**src/common/hts_pkg.sv**
```systemverilog
// Shared constants and types of the sensor command unit: bus address, command codes,
// config/status register layout, conversion times and the conversion request carrier.
// Assumes a 100 MHz system clock; times are kept in ms and scaled in the top module.
package hts_pkg;
   // Bus header and command codes
   localparam logic [6:0] DEV_ADDR = 7'h40;
   localparam logic [7:0] CMD_T_HOLD = 8'hE3;
   localparam logic [7:0] CMD_H_HOLD = 8'hE5;
   localparam logic [7:0] CMD_T_POLL = 8'hF3;
   localparam logic [7:0] CMD_H_POLL = 8'hF5;
   localparam logic [7:0] CMD_WR_REG = 8'hE6;
   localparam logic [7:0] CMD_RD_REG = 8'hE7;
   localparam logic [7:0] CMD_SOFT_RST = 8'hFE;
   // Config/status register field positions and values after reset
   localparam int RES_HI_BIT = 7;
   localparam int LOW_SUP_BIT = 6;
   localparam int HEATER_BIT = 2;
   localparam int NO_RELOAD_BIT = 1;
   localparam int RES_LO_BIT = 0;
   localparam logic [1:0] RES_RESET = 2'h0;
   localparam logic HEATER_RESET = 1'b0;
   localparam logic NO_RELOAD_RESET = 1'b1;
   localparam logic LOW_SUP_RESET = 1'b0;
   // Checksum generator x^8+x^5+x^4+1 and start value
   localparam logic [7:0] CRC_POLY = 8'h31;
   localparam logic [7:0] CRC_INIT = 8'h00;
   // Longest conversion times in ms, by resolution
   localparam int unsigned T_MS_14 = 85;
   localparam int unsigned T_MS_13 = 43;
   localparam int unsigned T_MS_12 = 22;
   localparam int unsigned T_MS_11 = 11;
   localparam int unsigned H_MS_12 = 29;
   localparam int unsigned H_MS_11 = 15;
   localparam int unsigned H_MS_10 = 9;
   localparam int unsigned H_MS_8 = 4;
   localparam int unsigned BOOT_MS = 15;
   // Clock rate and derived cycles per ms
   localparam int unsigned CLK_HZ = 100_000_000;
   localparam int unsigned MS_CYCLES = CLK_HZ / 1000;
   localparam int unsigned FIFO_DEPTH = 8;
   localparam int unsigned SAMPLE_W = 16;

   typedef enum {ST_BOOT, ST_IDLE, ST_RX, ST_RX_ACK, ST_TX, ST_TX_ACK, ST_STRETCH} hts_state_t;
   typedef enum {RX_HDR, RX_CMD, RX_WDATA} hts_rx_t;
   typedef enum {FOL_RX, FOL_TXREG, FOL_TXRES, FOL_STRETCH, FOL_NONE, FOL_RESET} hts_follow_t;

   // Request handed to the analog front end with each conversion start
   typedef struct packed {
      logic humidity;
      logic [1:0] resolution;
   } hts_conv_t;
endpackage : hts_pkg

```
**src/design/hts_unit.sv**
```systemverilog
// Command unit of a humidity/temperature sensor acting as a bus slave on SCL/SDA,
// plus the sample FIFO between the analog front end and the unit.
// Assumes open-drain pads outside (oe high pulls the wire low) and a front end that
// starts a conversion on conv_start and pushes one 16-bit sample into the FIFO.
//
// Contract
// - Header is fixed 7-bit address plus direction
// - Acknowledge each good byte after eighth fall
// - E3/E5 start clock-stretching temperature/humidity conversions
// - F3/F5 start polled conversions, SCL free
// - E6 writes register, E7 reads it back
// - Hold SCL low until conversion completes
// - Acknowledge polled read header only when done
// - Unfinished polled conversion leaves header unacknowledged
// - Result bit one marks humidity, bit zero zero
// - Master NACK skips checksum, else send it
// - Temperature conversion bounded 85/43/22/11 ms
// - Humidity conversion bounded 29/15/9/4 ms
// - Repeated Start accepted in place of Stop
// - Command FE performs a soft reset
// - Soft reset keeps heater, under 15 ms
// - Bits seven and zero select resolution
// - Bit six low-supply flag, refreshed per measurement
// - Bit two switches the heater on
// - Bit one cleared reloads defaults per measurement
// - Checksum is CRC-8 polynomial 0x31
// - Results two bytes, MSB first, each acknowledged
// - Idle after 15 ms of SCL high
`timescale 1ns/100ps
`default_nettype none

// Sample buffer: flip-flop storage, pointers one bit wider than the index
module hts_fifo #(
   parameter int unsigned WIDTH = 16,
   parameter int unsigned DEPTH = 8
) (
   // Clock and reset
   input wire logic clk,
   input wire logic reset_n,
   // Filling side
   input wire logic in_valid,
   output logic in_ready,
   input wire logic [WIDTH-1:0] in_data,
   // Draining side
   output logic out_valid,
   input wire logic out_ready,
   output logic [WIDTH-1:0] out_data
);
   localparam int unsigned AW = $clog2(DEPTH);
   logic [WIDTH-1:0] mem [DEPTH];
   logic [AW:0] wr_ptr;
   logic [AW:0] rd_ptr;

   if (DEPTH < 2 || (1 << AW) != DEPTH) begin : g_depth_check
      $error("hts_fifo depth must be a power of two of at least 2");
   end

   // Full when pointers differ only in the wrap bit
   assign in_ready = (wr_ptr ^ rd_ptr) != {1'b1, {AW{1'b0}}};
   assign out_valid = wr_ptr != rd_ptr;
   assign out_data = mem[rd_ptr[AW-1:0]];

   // Pointer update
   always_ff @(posedge clk or negedge reset_n) begin
      if (!reset_n) begin
         wr_ptr <= '0;
         rd_ptr <= '0;
      end else begin
         if (in_valid && in_ready) wr_ptr <= wr_ptr + 1'b1;
         if (out_valid && out_ready) rd_ptr <= rd_ptr + 1'b1;
      end
   end

   // Storage write, no reset needed on data
   always_ff @(posedge clk) begin
      if (in_valid && in_ready) mem[wr_ptr[AW-1:0]] <= in_data;
   end
endmodule : hts_fifo

module hts_unit #(
   parameter int unsigned CYCLES_PER_MS = hts_pkg::MS_CYCLES,
   parameter logic [2:0] RSVD_VALUE = 3'h0  // Reserved field read value, arbitrary
) (
   // Clock and reset
   input wire logic clk,
   input wire logic reset_n,
   // Bus pins, open drain
   input wire logic scl_in,
   output logic scl_out,
   output logic scl_oe,
   input wire logic sda_in,
   output logic sda_out,
   output logic sda_oe,
   // Analog front end
   output logic conv_start,
   output hts_pkg::hts_conv_t conv_req,
   output logic heater_on,
   input wire logic low_supply_in,
   input wire logic sample_valid,
   output logic sample_ready,
   input wire logic [hts_pkg::SAMPLE_W-1:0] sample_data
);
   import hts_pkg::*;

   if (CYCLES_PER_MS < 1 || CYCLES_PER_MS > 40_000_000) begin : g_param_check
      $error("hts_unit CYCLES_PER_MS out of range");
   end

   localparam logic [31:0] BOOT_CYC = 32'(BOOT_MS * CYCLES_PER_MS - 2);  // Two short so boot ends inside the limit
   localparam logic [31:0] H_MAX_CYC = 32'(H_MS_12 * CYCLES_PER_MS);
   localparam logic [31:0] T_MAX_CYC = 32'(T_MS_14 * CYCLES_PER_MS);

   hts_state_t state;
   hts_rx_t rx_kind;
   hts_follow_t follow;
   logic [2:0] scl_sync, sda_sync, sup_sync;
   logic scl_f, sda_f, scl_prev, sda_prev, low_sup_f;
   logic scl_rise, scl_fall, start_det, stop_det;
   logic [3:0] bitcnt;
   logic [7:0] shreg;
   logic sda_drive, scl_hold, pending_reg_read, master_ack;
   logic [23:0] tx_buf;
   logic [1:0] tx_left;
   logic [31:0] boot_timer, timer;
   logic busy, busy_hold, conv_hum, result_ready;
   logic [15:0] result;
   logic [1:0] res;
   logic heater, no_reload, low_sup;
   logic [7:0] ureg_val;
   logic byte_end, addr_hit, hdr_write, hdr_read, cmd_byte, wdata_byte;
   logic is_meas, cmd_ok, launch, load_result, soft_go;
   logic fifo_valid;
   logic [SAMPLE_W-1:0] fifo_data;
   hts_follow_t read_follow;

   // One checksum step over a byte, MSB first
   function automatic logic [7:0] crc_step(input logic [7:0] crc, input logic [7:0] data);
      logic [7:0] c;
      c = crc ^ data;
      for (int i = 0; i < 8; i++) begin
         c = c[7] ? ((c << 1) ^ CRC_POLY) : (c << 1);
      end
      return c;
   endfunction : crc_step

   // Longest conversion time for a resolution code and kind
   function automatic logic [31:0] conv_limit(input logic [1:0] r, input logic hum);
      int unsigned ms;
      ms = 0;
      case ({hum, r})
         3'b000: ms = T_MS_14;
         3'b001: ms = T_MS_12;
         3'b010: ms = T_MS_13;
         3'b011: ms = T_MS_11;
         3'b100: ms = H_MS_12;
         3'b101: ms = H_MS_8;
         3'b110: ms = H_MS_10;
         default: ms = H_MS_11;
      endcase
      return 32'(ms * CYCLES_PER_MS);
   endfunction : conv_limit

   // Pin synchronisers; a level counts once stages two and three agree
   always_ff @(posedge clk or negedge reset_n) begin
      if (!reset_n) begin
         scl_sync <= 3'h7;
         sda_sync <= 3'h7;
         sup_sync <= 3'h0;
         scl_f <= 1'b1;
         sda_f <= 1'b1;
         low_sup_f <= 1'b0;
         scl_prev <= 1'b1;
         sda_prev <= 1'b1;
      end else begin
         scl_sync <= {scl_sync[1:0], scl_in};
         sda_sync <= {sda_sync[1:0], sda_in};
         sup_sync <= {sup_sync[1:0], low_supply_in};
         if (scl_sync[1] == scl_sync[2]) scl_f <= scl_sync[2];
         if (sda_sync[1] == sda_sync[2]) sda_f <= sda_sync[2];
         if (sup_sync[1] == sup_sync[2]) low_sup_f <= sup_sync[2];
         scl_prev <= scl_f;
         sda_prev <= sda_f;
      end
   end

   // Bus events; a Start may come instead of a Stop at any point
   assign scl_rise = scl_f && !scl_prev;
   assign scl_fall = !scl_f && scl_prev;
   assign start_det = scl_f && scl_prev && sda_prev && !sda_f;
   assign stop_det = scl_f && scl_prev && !sda_prev && sda_f;

   // Byte decode, valid in the cycle that the eighth bit ends
   assign byte_end = (state == ST_RX) && scl_fall && (bitcnt == 4'h8);
   assign addr_hit = shreg[7:1] == DEV_ADDR;
   assign hdr_write = byte_end && (rx_kind == RX_HDR) && addr_hit && !shreg[0];
   assign hdr_read = byte_end && (rx_kind == RX_HDR) && addr_hit && shreg[0];
   assign cmd_byte = byte_end && (rx_kind == RX_CMD);
   assign wdata_byte = byte_end && (rx_kind == RX_WDATA);
   assign is_meas = (shreg == CMD_T_HOLD) || (shreg == CMD_H_HOLD) ||
                    (shreg == CMD_T_POLL) || (shreg == CMD_H_POLL);
   assign cmd_ok = is_meas || (shreg == CMD_WR_REG) || (shreg == CMD_RD_REG) ||
                   (shreg == CMD_SOFT_RST);
   assign launch = cmd_byte && is_meas;
   assign load_result = (state == ST_RX_ACK && scl_fall && follow == FOL_TXRES) ||
                        (state == ST_STRETCH && result_ready);
   assign soft_go = (state == ST_RX_ACK) && scl_fall && (follow == FOL_RESET);

   // A read header is answered only when something is there to send or a hold conversion is running
   always_comb begin
      if (pending_reg_read) read_follow = FOL_TXREG;
      else if (result_ready) read_follow = FOL_TXRES;
      else if (busy && busy_hold) read_follow = FOL_STRETCH;
      else read_follow = FOL_NONE;
   end

   // Register image: resolution split over bits seven and zero
   assign ureg_val = {res[1], low_sup, RSVD_VALUE, heater, no_reload, res[0]};

   // Bus slave state machine, owns both pin drivers
   always_ff @(posedge clk or negedge reset_n) begin
      if (!reset_n) begin
         state <= ST_BOOT;
         rx_kind <= RX_HDR;
         follow <= FOL_NONE;
         bitcnt <= 4'h0;
         shreg <= 8'h00;
         sda_drive <= 1'b0;
         scl_hold <= 1'b0;
         pending_reg_read <= 1'b0;
         master_ack <= 1'b0;
         tx_buf <= 24'h000000;
         tx_left <= 2'h0;
         boot_timer <= BOOT_CYC;
      end else if (state == ST_BOOT) begin
         // Only time spent with SCL high counts toward readiness
         if (boot_timer == 32'h0) state <= ST_IDLE;
         else if (scl_f) boot_timer <= boot_timer - 32'h1;
      end else if (start_det && !scl_hold) begin
         state <= ST_RX;
         rx_kind <= RX_HDR;
         bitcnt <= 4'h0;
         sda_drive <= 1'b0;
      end else if (stop_det && !scl_hold) begin
         state <= ST_IDLE;
         sda_drive <= 1'b0;
      end else begin
         case (state)
            ST_RX: begin
               if (scl_rise && bitcnt != 4'h8) begin
                  shreg <= {shreg[6:0], sda_f};
                  bitcnt <= bitcnt + 4'h1;
               end else if (byte_end) begin
                  state <= ST_RX_ACK;
                  if (rx_kind == RX_HDR) begin
                     follow <= !addr_hit ? FOL_NONE : (shreg[0] ? read_follow : FOL_RX);
                     sda_drive <= addr_hit && (!shreg[0] || read_follow != FOL_NONE);
                     rx_kind <= RX_CMD;
                  end else if (rx_kind == RX_CMD) begin
                     sda_drive <= cmd_ok;
                     follow <= !cmd_ok ? FOL_NONE : (shreg == CMD_SOFT_RST) ? FOL_RESET : FOL_RX;
                     rx_kind <= (shreg == CMD_WR_REG) ? RX_WDATA : RX_CMD;
                     if (shreg == CMD_RD_REG) pending_reg_read <= 1'b1;
                     else if (cmd_ok) pending_reg_read <= 1'b0;
                  end else begin
                     sda_drive <= 1'b1;
                     follow <= FOL_NONE;
                  end
               end
            end
            ST_RX_ACK: begin
               if (scl_fall) begin
                  sda_drive <= 1'b0;
                  bitcnt <= 4'h0;
                  case (follow)
                     FOL_RX: state <= ST_RX;
                     FOL_TXREG: begin
                        state <= ST_TX;
                        tx_buf <= {ureg_val, crc_step(CRC_INIT, ureg_val), 8'h00};
                        tx_left <= 2'h1;
                        sda_drive <= !ureg_val[7];
                        pending_reg_read <= 1'b0;
                     end
                     FOL_TXRES: begin
                        state <= ST_TX;
                        tx_buf <= {result, crc_step(crc_step(CRC_INIT, result[15:8]), result[7:0])};
                        tx_left <= 2'h2;
                        sda_drive <= !result[15];
                     end
                     FOL_STRETCH: begin
                        state <= ST_STRETCH;
                        scl_hold <= 1'b1;
                     end
                     FOL_RESET: begin
                        state <= ST_BOOT;
                        boot_timer <= BOOT_CYC;
                        pending_reg_read <= 1'b0;
                     end
                     default: state <= ST_IDLE;
                  endcase
               end
            end
            ST_STRETCH: begin
               // Clock stays held until the conversion has delivered
               if (result_ready) begin
                  scl_hold <= 1'b0;
                  state <= ST_TX;
                  bitcnt <= 4'h0;
                  tx_buf <= {result, crc_step(crc_step(CRC_INIT, result[15:8]), result[7:0])};
                  tx_left <= 2'h2;
                  sda_drive <= !result[15];
               end
            end
            ST_TX: begin
               // Bits change only after SCL falls, MSB first
               if (scl_fall) begin
                  if (bitcnt == 4'h7) begin
                     state <= ST_TX_ACK;
                     sda_drive <= 1'b0;
                  end else begin
                     tx_buf <= tx_buf << 1;
                     sda_drive <= !tx_buf[22];
                     bitcnt <= bitcnt + 4'h1;
                  end
               end
            end
            ST_TX_ACK: begin
               if (scl_rise) master_ack <= !sda_f;
               else if (scl_fall) begin
                  // A not-acknowledge ends the transfer, checksum or not
                  if (master_ack && tx_left != 2'h0) begin
                     state <= ST_TX;
                     tx_buf <= tx_buf << 1;
                     sda_drive <= !tx_buf[22];
                     tx_left <= tx_left - 2'h1;
                     bitcnt <= 4'h0;
                  end else begin
                     state <= ST_IDLE;
                  end
               end
            end
            default: ;
         endcase
      end
   end

   // Conversion control; the timer guarantees the longest time even without a sample
   always_ff @(posedge clk or negedge reset_n) begin
      if (!reset_n) begin
         busy <= 1'b0;
         busy_hold <= 1'b0;
         conv_hum <= 1'b0;
         result_ready <= 1'b0;
         result <= 16'h0000;
         timer <= 32'h0;
         conv_start <= 1'b0;
         conv_req <= '0;
      end else begin
         conv_start <= 1'b0;
         if (load_result) result_ready <= 1'b0;
         if (soft_go) begin
            busy <= 1'b0;
            result_ready <= 1'b0;
         end else if (launch) begin
            // Reload mode measures with default resolution
            busy <= 1'b1;
            busy_hold <= !shreg[4];
            conv_hum <= shreg[2];
            result_ready <= 1'b0;
            conv_start <= 1'b1;
            conv_req <= '{humidity: shreg[2], resolution: no_reload ? res : RES_RESET};
            timer <= conv_limit(no_reload ? res : RES_RESET, shreg[2]) - 32'h1;
         end else if (busy) begin
            if (fifo_valid || timer == 32'h0) begin
               busy <= 1'b0;
               result_ready <= 1'b1;
               if (fifo_valid) result <= {fifo_data[15:2], conv_hum, 1'b0};
               else result <= {result[15:2], conv_hum, 1'b0};
            end else begin
               timer <= timer - 32'h1;
            end
         end
      end
   end

   // Config/status register; reserved bits are never stored
   always_ff @(posedge clk or negedge reset_n) begin
      if (!reset_n) begin
         res <= RES_RESET;
         heater <= HEATER_RESET;
         no_reload <= NO_RELOAD_RESET;
         low_sup <= LOW_SUP_RESET;
      end else begin
         if (wdata_byte) begin
            res <= {shreg[RES_HI_BIT], shreg[RES_LO_BIT]};
            heater <= shreg[HEATER_BIT];
            no_reload <= shreg[NO_RELOAD_BIT];
         end
         if (soft_go || (launch && !no_reload)) begin
            res <= RES_RESET;
            no_reload <= NO_RELOAD_RESET;
            low_sup <= soft_go ? LOW_SUP_RESET : low_sup;
         end
         if (busy && (fifo_valid || timer == 32'h0)) low_sup <= low_sup_f;
      end
   end

   hts_fifo #(.WIDTH(SAMPLE_W), .DEPTH(FIFO_DEPTH)) u_fifo (
      .clk(clk),
      .reset_n(reset_n),
      .in_valid(sample_valid),
      .in_ready(sample_ready),
      .in_data(sample_data),
      .out_valid(fifo_valid),
      .out_ready(busy),
      .out_data(fifo_data)
   );

   // Open-drain pins only ever pull low
   assign scl_out = 1'b0;
   assign sda_out = 1'b0;
   assign scl_oe = scl_hold;
   assign sda_oe = sda_drive;
   assign heater_on = heater;
endmodule : hts_unit

`default_nettype wire

```
**config.mk**
```make
export PLATFORM = sky130hd
export DESIGN_NAME = hts_unit
export DESIGN_NICKNAME = d
export VERILOG_FILES = /design/src/common/hts_pkg.sv /design/src/design/hts_unit.sv
export SDC_FILE = /design/constraint.sdc
export NUM_CORES = 1
export LEC_CHECK = 0
export BUFFER_PORTS_ARGS = -buffer_cell sky130_fd_sc_hd__buf_2
export CAP_MARGIN = 30
export CELL_PAD_IN_SITES_DETAIL_PLACEMENT = 0
export CELL_PAD_IN_SITES_GLOBAL_PLACEMENT = 2
export CORE_MARGIN = 2
export CORE_UTILIZATION = 44
export DETAILED_ROUTE_END_ITERATION = 8
export HOLD_SLACK_MARGIN = 0.15
export PLACE_DENSITY = 0.88
export SYNTH_ARGS = -nofsm -noshare
export SYNTH_HDL_FRONTEND = slang
export SYNTH_HIERARCHICAL = 1
export SYNTH_SLANG_ARGS = --single-unit
```
**constraint.sdc**
```tcl
create_clock -name clk -period 5.3 [get_ports clk]
set_input_delay 1.06 -clock clk [delete_from_list [all_inputs] [get_ports clk]]
set_output_delay 1.06 -clock clk [all_outputs]
set_load 0.01 [all_outputs]
```
==> flow_summary.yaml, run 1 <==
route:
  totalWireLength_um: 29600
  drtIter0Drc: 621
  num_vias: 9297
  wl_per_cell_um: 17.3
  ant_nets: 0
  dr.pass1.iters: 5
  viasPerCell: 5.45
  drc: 0
synthesis:
  synth_warnings: 6
  syn_avg_cell_area_um2: 11.8
  syn-cell-area_um2: 14300
  syn_inst: 1214
grt:
  grt_pass1_vias: 9356
  grt_max_degree: 97
  track_usage_pct: 18.2
  grt_first_pass_wirelength_um: 49400
  overflow: 0
  antenna_found_initial: 0
cts:
  cts_max_path_buffers: 3
  numCtsBuffers: 31
  post-cts-setup-buffers: 0
  htreeDepth: 1
  cts_tree: "yes"
  path_clk_slew_ps: 60
  hold_buffers: 0
  cts_root_buf: "clkbuf_16"
  clk-insertion-delay-late_ps: 580
  cts_sinks: 274
  cts_resized: 0
timing:
  hold_ws_ps: 354
  rsz0062_at_grt: "false"
  setup-tns-final_ps: 0
  worst_slew_pin_slew_ps: 953
  setup_viol: 0
  hold_viol: 0
  drv_slew: 0
  final.setup_skew_ps: 22.3
  slew_headroom_pct: 36.3
  max_freq_mhz: 219
  min_period_over_period_pct: 86.0
  min_period_ps: 4560
power_and_ir_drop:
  peakVddDrop_mv: 0.322
  pwr-share-seq_pct: 42.5
  combPwrFrac_pct: 22.4
  switching_share_pct: 29.8
  clockPowerShare_pct: 35.1
  powerDensity_nw_per_um2: 398
  intPower_uw: 4490
  p_switching_uw: 1900
  p_leak_uw: 0.00667
floorplanning:
  ios: 32
  core_um2: 32300
  die_y_um: 184
  initial_core_util_pct: 44.4
  die_area_um2: 34000
  rows: 66
  die_x_um: 184
critical_path:
  reg2regPathDepth: 15
  worstSetupPathType: "reg -> reg"
  cp-start-kind: "register"
  critPathMaxStageDelay_ps: 700
  end_kind: "register"
  crit_chain: "and2_1 > nor2_1 > a21oi_1 > ha_1 > ha_1 > inv_1 > fa_1 > inv_1 > ha_1 > a2111oi_0 > and3_1 > o211ai_1 > xor2_1 > xnor2_1 > mux2i_1"
  cp-endpoint: "timer[15]"
  startpoint: "no_reload"
  regToRegEndpoint: "timer[15]"
  r2r_slack_ps: 740
  arrival_ps: 5000
  cp.required_ps: 5740
  r2r_start: "no_reload"
  cpMostUsedCell: "ha_1"
  slowest_stage: "a2111oi_0"
  cp_max_fo: 10
placed_design:
  dpl.hpwl_um: 19600
  gp_congestion: 0.789
  port_buffers: 27
final_layout:
  area_delta_synth_final_pct: 12.1
  layout-drive-gt1-share_pct: 16.8
  num_antenna_cells: 0
  layout.nets: 1322
hold_path:
  min_path_type: "reg -> reg"
outcome:
  status: "completed"
job:
  maxCapViolations: 0
[area by class of cell]
cell class | count | area (µm²)
well taps | 442 | 553
fillers | 2849 | 16200
clock inverters | 17 | 229
repair buffers | 53 | 357
clock buffers | 41 | 853
flip-flops and latches | 274 | 7450
inverters | 41 | 154
multi-input cells | 838 | 6470
[worst min-delay path by stage]
stage                             end  cells past startpoint         from  slack, ps
after floorplan           sup_sync[1]                      0  sup_sync[0]        330
after global placement    sup_sync[1]                      0  sup_sync[0]        340
after detailed placement  sda_sync[1]                      0  sda_sync[0]        350
after CTS                 sda_sync[1]                      0  sda_sync[0]        360
after global routing      sda_sync[1]                      0  sda_sync[0]        360
final                     sda_sync[1]                      0  sda_sync[0]        350
[through the flow]
| stage | cell area, µm² | util, % | setup slack [ps] | std cells | power, µW |
|---|---|---|---|---|---|
| after floorplan | 14300 | - | 1300 | 1218 | 3780 |
| after global placement | 14900 | 46.3 | 723 | 1645 | 4140 |
| after detailed placement | 15000 | 46.3 | 673 | 1646 | 4180 |
| after CTS | 16000 | 49.7 | 651 | 1704 | 6450 |
| after global routing | 16100 | 49.8 | 343 | 1706 | 6770 |
| final | 16100 | 49.8 | 743 | 1706 | 6390 |
[power by group through the flow]
| stage | Sequential (µW) | Combinational, µW | Clock, µW |
|---|---|---|---|
| final | 2720 | 1430 | 2240 |
| after CTS | 2720 | 1430 | 2300 |
| after floorplan | 2640 | 1130 | 0 |
| after global routing | 2760 | 1630 | 2390 |
| after detailed placement | 2760 | 1420 | 0 |
| after global placement | 2740 | 1400 | 0 |
[cell usage in the layout (no fill, tap or decap), types with 24 or more instances in the layout]
cell type	instances
dfstp_2	25
mux2_2	41
buf_2	26
nand2_1	89
a21oi_1	54
o21ai_0	37
nand3_1	24
clkbuf_16	31
ha_1	55
xor2_1	53
xnor2_1	57
inv_1	40
dfrtp_1	137
nor3_1	34
nor2_1	107
edfxtp_1	112
[metal layers]
layer	routed length, µm	vias up	GRT usage [%]	share of wire, %
li1	-	4502	-	-
met1	13700	4600	24.8	46
met2	14200	157	30.7	48
met3	1150	38	2.79	3.9
met4	545	0	4.22	1.8
met5	0	-	0	0
[critical path: cells and delay by family, from the launching register on]
| kind | cells | cell delay, ps |
|---|---|---|
| and+or+nand+nor | 3 | 840 |
| AOI/OAI and AO/OA | 3 | 1060 |
| muxes | 1 | 90 |
| adders and majority gates | 4 | 1420 |
| DFF | 1 | 610 |
| buffers and inverters | 2 | 90 |
| xor gates and xnor gates | 2 | 300 |
[flip-flops by register name, summed over array words and instances, names as in the netlist, 2 cells and up]
| signal | count |
|---|---|
| state | 3 |
| u_fifo/mem | 112 |
| sup_sync | 3 |
| rx_kind | 2 |
| u_fifo/wr_ptr | 4 |
| scl_sync | 3 |
| res | 2 |
| bitcnt | 4 |
| boot_timer | 32 |
| sda_sync | 3 |
| conv_req | 2 |
| shreg | 8 |
| tx_left | 2 |
| u_fifo/rd_ptr | 4 |
| tx_buf | 23 |
| result | 15 |
| timer | 32 |
| follow | 3 |
(Power assumes the default switching activity.)
==> inputs of run 2 (changes only) <==
Settings changed: CORE_UTILIZATION 44 to 41, PLACE_DENSITY 0.88 to 0.83.
==> flow_summary.yaml, run 2 (synthesized netlist as in run 1, its figures left out) <==
power_and_ir_drop:
  p_leak_uw: 0.00666
  combPwrFrac_pct: 22.5
  powerDensity_nw_per_um2: 395
  switching_share_pct: 30.2
  intPower_uw: 4440
  peakVddDrop_mv: 0.307
  pwr-share-seq_pct: 43.1
  p_switching_uw: 1920
  clockPowerShare_pct: 34.4
route:
  wl_per_cell_um: 17.5
  num_vias: 9208
  totalWireLength_um: 30100
  drc: 0
  dr.pass1.iters: 5
  viasPerCell: 5.37
  drtIter0Drc: 595
  ant_nets: 0
cts:
  cts_sinks: 274
  clk-insertion-delay-late_ps: 600
  post-cts-setup-buffers: 0
  numCtsBuffers: 30
  cts_max_path_buffers: 3
  cts_tree: "yes"
  path_clk_slew_ps: 60
  cts_root_buf: "clkbuf_16"
  hold_buffers: 0
  htreeDepth: 1
  cts_resized: 0
critical_path:
  crit_chain: "and2_1 > nor2_1 > a21oi_1 > ha_1 > ha_1 > inv_1 > fa_1 > inv_1 > ha_1 > a2111oi_0 > and3_1 > o211ai_1 > xor2_1 > xnor2_1 > mux2i_1"
  crit_buf_inv: 2
  regToRegEndpoint: "timer[15]"
  cp_max_fo: 10
  critPathMaxStageDelay_ps: 670
  cpMostUsedCell: "ha_1"
  cp_top_family: "adder cells"
  cp.required_ps: 5760
  cp-start-kind: "register"
  arrival_ps: 5030
  worstSetupPathType: "reg -> reg"
  slowest_stage: "a2111oi_0"
  reg2regPathDepth: 15
  path_depth: 15
  r2r_slack_ps: 730
  r2r_start: "no_reload"
  end_kind: "register"
placed_design:
  place_ws_ps: 706
  dpl.hpwl_um: 20000
  dp.cells: 1659
  gp_congestion: 0.804
  port_buffers: 27
timing:
  final.setup_skew_ps: 48.3
  worst_slew_pin_slew_ps: 1040
  setup-tns-final_ps: 0
  rsz0062_at_grt: "false"
  min_period_over_period_pct: 86.2
  slew_headroom_pct: 30.1
  worst_slack_ps: 734
  max_freq_mhz: 219
  drv_slew: 0
  setup_viol: 0
  min_period_ps: 4570
  hold_viol: 0
grt:
  grt_pass1_vias: 9294
  track_usage_pct: 17.0
  grt_first_pass_wirelength_um: 49600
  overflow: 0
  antenna_found_initial: 1
  grt_max_degree: 94
final_layout:
  layout.nets: 1319
  fillers: 3155
  num_antenna_cells: 0
  area_delta_synth_final_pct: 12.1
  layout_commonest_cell: "dfrtp_1"
  layout-drive-gt1-share_pct: 16.7
  largest_reg_flops: 112
  layout_common_cells: "dfrtp_1, edfxtp_1, nor2_1"
  stdcell_count: 1715
floorplanning:
  die_area_um2: 36500
  die_x_um: 191
  core_um2: 34500
  ios: 32
  die_y_um: 191
  initial_core_util_pct: 41.6
  rows: 68
hold_path:
  min_from: "sup_sync[0]"
  min_path_type: "reg -> reg"
  whs_endpoint: "sup_sync[1]"
  hold_depth: 0
job:
  maxCapViolations: 0
outcome:
  status: "completed"
==> run 2: area by class of cell <==
type / instances / area [µm²] / share of cell area (%)
clock buffers: 39 / 845 / 5.26
inverters: 41 / 154 / 0.958
repair buffers: 51 / 358 / 2.23
flip-flops and latches: 274 / 7450 / 46.4
multi-input cells: 838 / 6470 / 40.3
clock inverters: 17 / 220 / 1.37
well taps: 455 / 569 / 3.54
==> run 2: power groups by stage <==
stage	combinational, µW	clock (µW)	sequential (µW)
global route	1630	2320	2780
global placement	1380	0	2760
floorplan	1130	0	2640
detailed placement	1440	0	2770
finish	1430	2190	2740
CTS	1440	2250	2740
==> run 2: per-layer routing <==
metal,vias up,track usage [%],part of all wire (%)
li1,4483,-,-
met1,4547,23.9,48
met2,129,27.5,46
met3,47,2.44,3.3
met4,2,4.92,2.4
met5,-,0,0.037
==> run 2: worst max-delay path by stage <==
stage | start | endpoint
floorplan | no_reload | timer[15]
global placement | no_reload | timer[15]
detailed placement | no_reload | timer[15]
CTS | no_reload | timer[15]
global route | no_reload | timer[15]
finish | no_reload | timer[15]
==> run 2: per-stage QoR <==
| step | total power [µW] | instance area, µm² | hold slack, ps | util, % |
|---|---|---|---|---|
| floorplan | 3780 | 14300 | 331 | - |
| finish | 6350 | 16100 | 348 | 46.6 |
| global route | 6730 | 16100 | 362 | 46.6 |
| detailed placement | 4210 | 15000 | 335 | 43.5 |
| CTS | 6430 | 16100 | 349 | 46.6 |
| global placement | 4140 | 15000 | 333 | 43.4 |
==> inputs of run 3 (changes only) <==
Settings changed: ABC_AREA from default to 1, CORE_UTILIZATION 41 to 40, PLACE_DENSITY 0.83 to 0.89.
==> flow_summary.yaml, run 3 <==
grt:
  grt_first_pass_wirelength_um: 61500
  grt_max_degree: 89
  overflow: 0
  antenna_found_initial: 0
  track_usage_pct: 18.9
  grt_pass1_vias: 11700
timing:
  slew_headroom_pct: 36.2
  rsz0062_at_grt: "false"
  hold_viol: 0
  worst_slew_pin_slew_ps: 957
  setup-tns-final_ps: 0
  final.setup_skew_ps: 29.6
  min_period_over_period_pct: 82.0
  drv_slew: 0
  min_period_ps: 4350
  max_freq_mhz: 230
  setup_viol: 0
cts:
  cts_max_path_buffers: 3
  cts_resized: 0
  path_clk_slew_ps: 60
  clk-insertion-delay-late_ps: 570
  post-cts-setup-buffers: 0
  numCtsBuffers: 34
  cts_sinks: 274
  cts_tree: "yes"
  cts_root_buf: "clkbuf_16"
  hold_buffers: 0
  htreeDepth: 2
critical_path:
  critPathMaxStageDelay_ps: 560
  crit_chain: "ha_1 > inv_1 > nor2_1 > inv_1 > nor2_1 > ha_1 > ha_1 > ha_1 > inv_1 > fa_1 > inv_1 > ha_1 > nand2_1 > inv_1 > nand4_1 > nand3_1 > xnor2_1 > nand3b_1 > nand3_1 > a21oi_1"
  end_kind: "register"
  slowest_stage: "dfstp_2"
  r2r_start: "no_reload"
  r2r_slack_ps: 950
  cp-start-kind: "register"
  cp_max_fo: 8
  cp.required_ps: 5780
  reg2regPathDepth: 20
  worstSetupPathType: "reg -> reg"
  regToRegEndpoint: "timer[15]"
  arrival_ps: 4820
hold_path:
  whs_endpoint: "scl_sync[1]"
  min_from: "scl_sync[0]"
  hold_depth: 0
  min_path_type: "reg -> reg"
floorplanning:
  rows: 72
  ios: 32
  die_area_um2: 40300
  die_y_um: 201
  core_um2: 38500
  initial_core_util_pct: 40.2
  die_x_um: 201
final_layout:
  num_antenna_cells: 0
  layout_common_cells: "nand2_1, nor2_1, inv_1, o21ai_0, dfrtp_1"
  layout.nets: 1950
  utilization_pct: 44.7
  fillers: 3872
  stdcell_count: 2411
  layout-drive-gt1-share_pct: 9.61
  area_delta_synth_final_pct: 11.1
  largest_reg_flops: 112
  layout_commonest_cell: "nand2_1"
job:
  maxCapViolations: 0
placed_design:
  dpl.hpwl_um: 25700
  dp.cells: 2349
  gp_congestion: 0.843
  port_buffers: 27
synthesis:
  synth_warnings: 6
  syn_inst: 1846
  syn-cell-area_um2: 15500
  syn_avg_cell_area_um2: 8.39
route:
  wl_per_cell_um: 15.5
  ant_nets: 0
  totalWireLength_um: 37400
  drtIter0Drc: 767
  dr.pass1.iters: 5
  viasPerCell: 5.03
  drc: 0
  num_vias: 12100
power_and_ir_drop:
  peakVddDrop_mv: 0.254
  finalPower_uw: 7590
  powerDensity_nw_per_um2: 441
  p_leak_uw: 0.00762
outcome:
  status: "completed"
==> run 3: how the worst max path moves through the flow <==
stage,depth (start not counted),end,from
floorplan,21,timer[15],no_reload
global placement,20,timer[15],no_reload
detailed placement,20,timer[15],no_reload
CTS,20,timer[15],no_reload
global route,20,timer[15],no_reload
finish,20,timer[15],no_reload
==> run 3: critical path: cells and delay by family (launching register included) <==
family	cells	cell delay [ps]
AND/OR/NAND/NOR	7	850
flip-flops	1	560
buffers and inverters	5	420
AO/OA/AOI/OAI	1	130
XOR/XNOR	1	190
adder cells (fa/ha/maj)	6	2130
==> run 3: layout make-up <==
| class | instances | area [µm²] | share of cell area (%) |
|---|---|---|---|
| Multi-Input combinational cell | 1328 | 7010 | 40.7 |
| Sequential cell | 274 | 7450 | 43.3 |
| Inverter | 189 | 709 | 4.12 |
| Clock inverter | 16 | 190 | 1.11 |
| Clock buffer | 46 | 956 | 5.56 |
| Timing Repair Buffer | 40 | 239 | 1.39 |
| Tap cell | 518 | 648 | 3.77 |
==> run 3: routing by layer <==
metal  part of all wire [%]  routed length [µm]  global-route usage (%)  vias up
met5                      0                   0                       0        -
met4                    2.1                 784                    5.13        0
met3                    4.3                1620                    3.41       50
met2                     46               17000                    30.6      223
met1                     48               18000                    26.0     5691
li1                       -                   -                       -     6175
==> run 3: stage by stage <==
stage	cell area, µm²	setup WS, ps	hold WS (ps)
2_1_floorplan	15500	1530	331
5_1_grt	17200	540	361
3_3_place_gp	16100	978	335
6_report	17200	955	355
3_5_place_dp	16100	975	348
4_1_cts	17200	941	357
==> run 3: report_power, final <==
group,internal [µW],leakage [µW],total [µW],switching [µW]
Clock,1340,0.000551,2300,958
Sequential,2600,0.00309,2850,243
Combinational,855,0.00398,2440,1590
Total,4800,0.00762,7590,2790
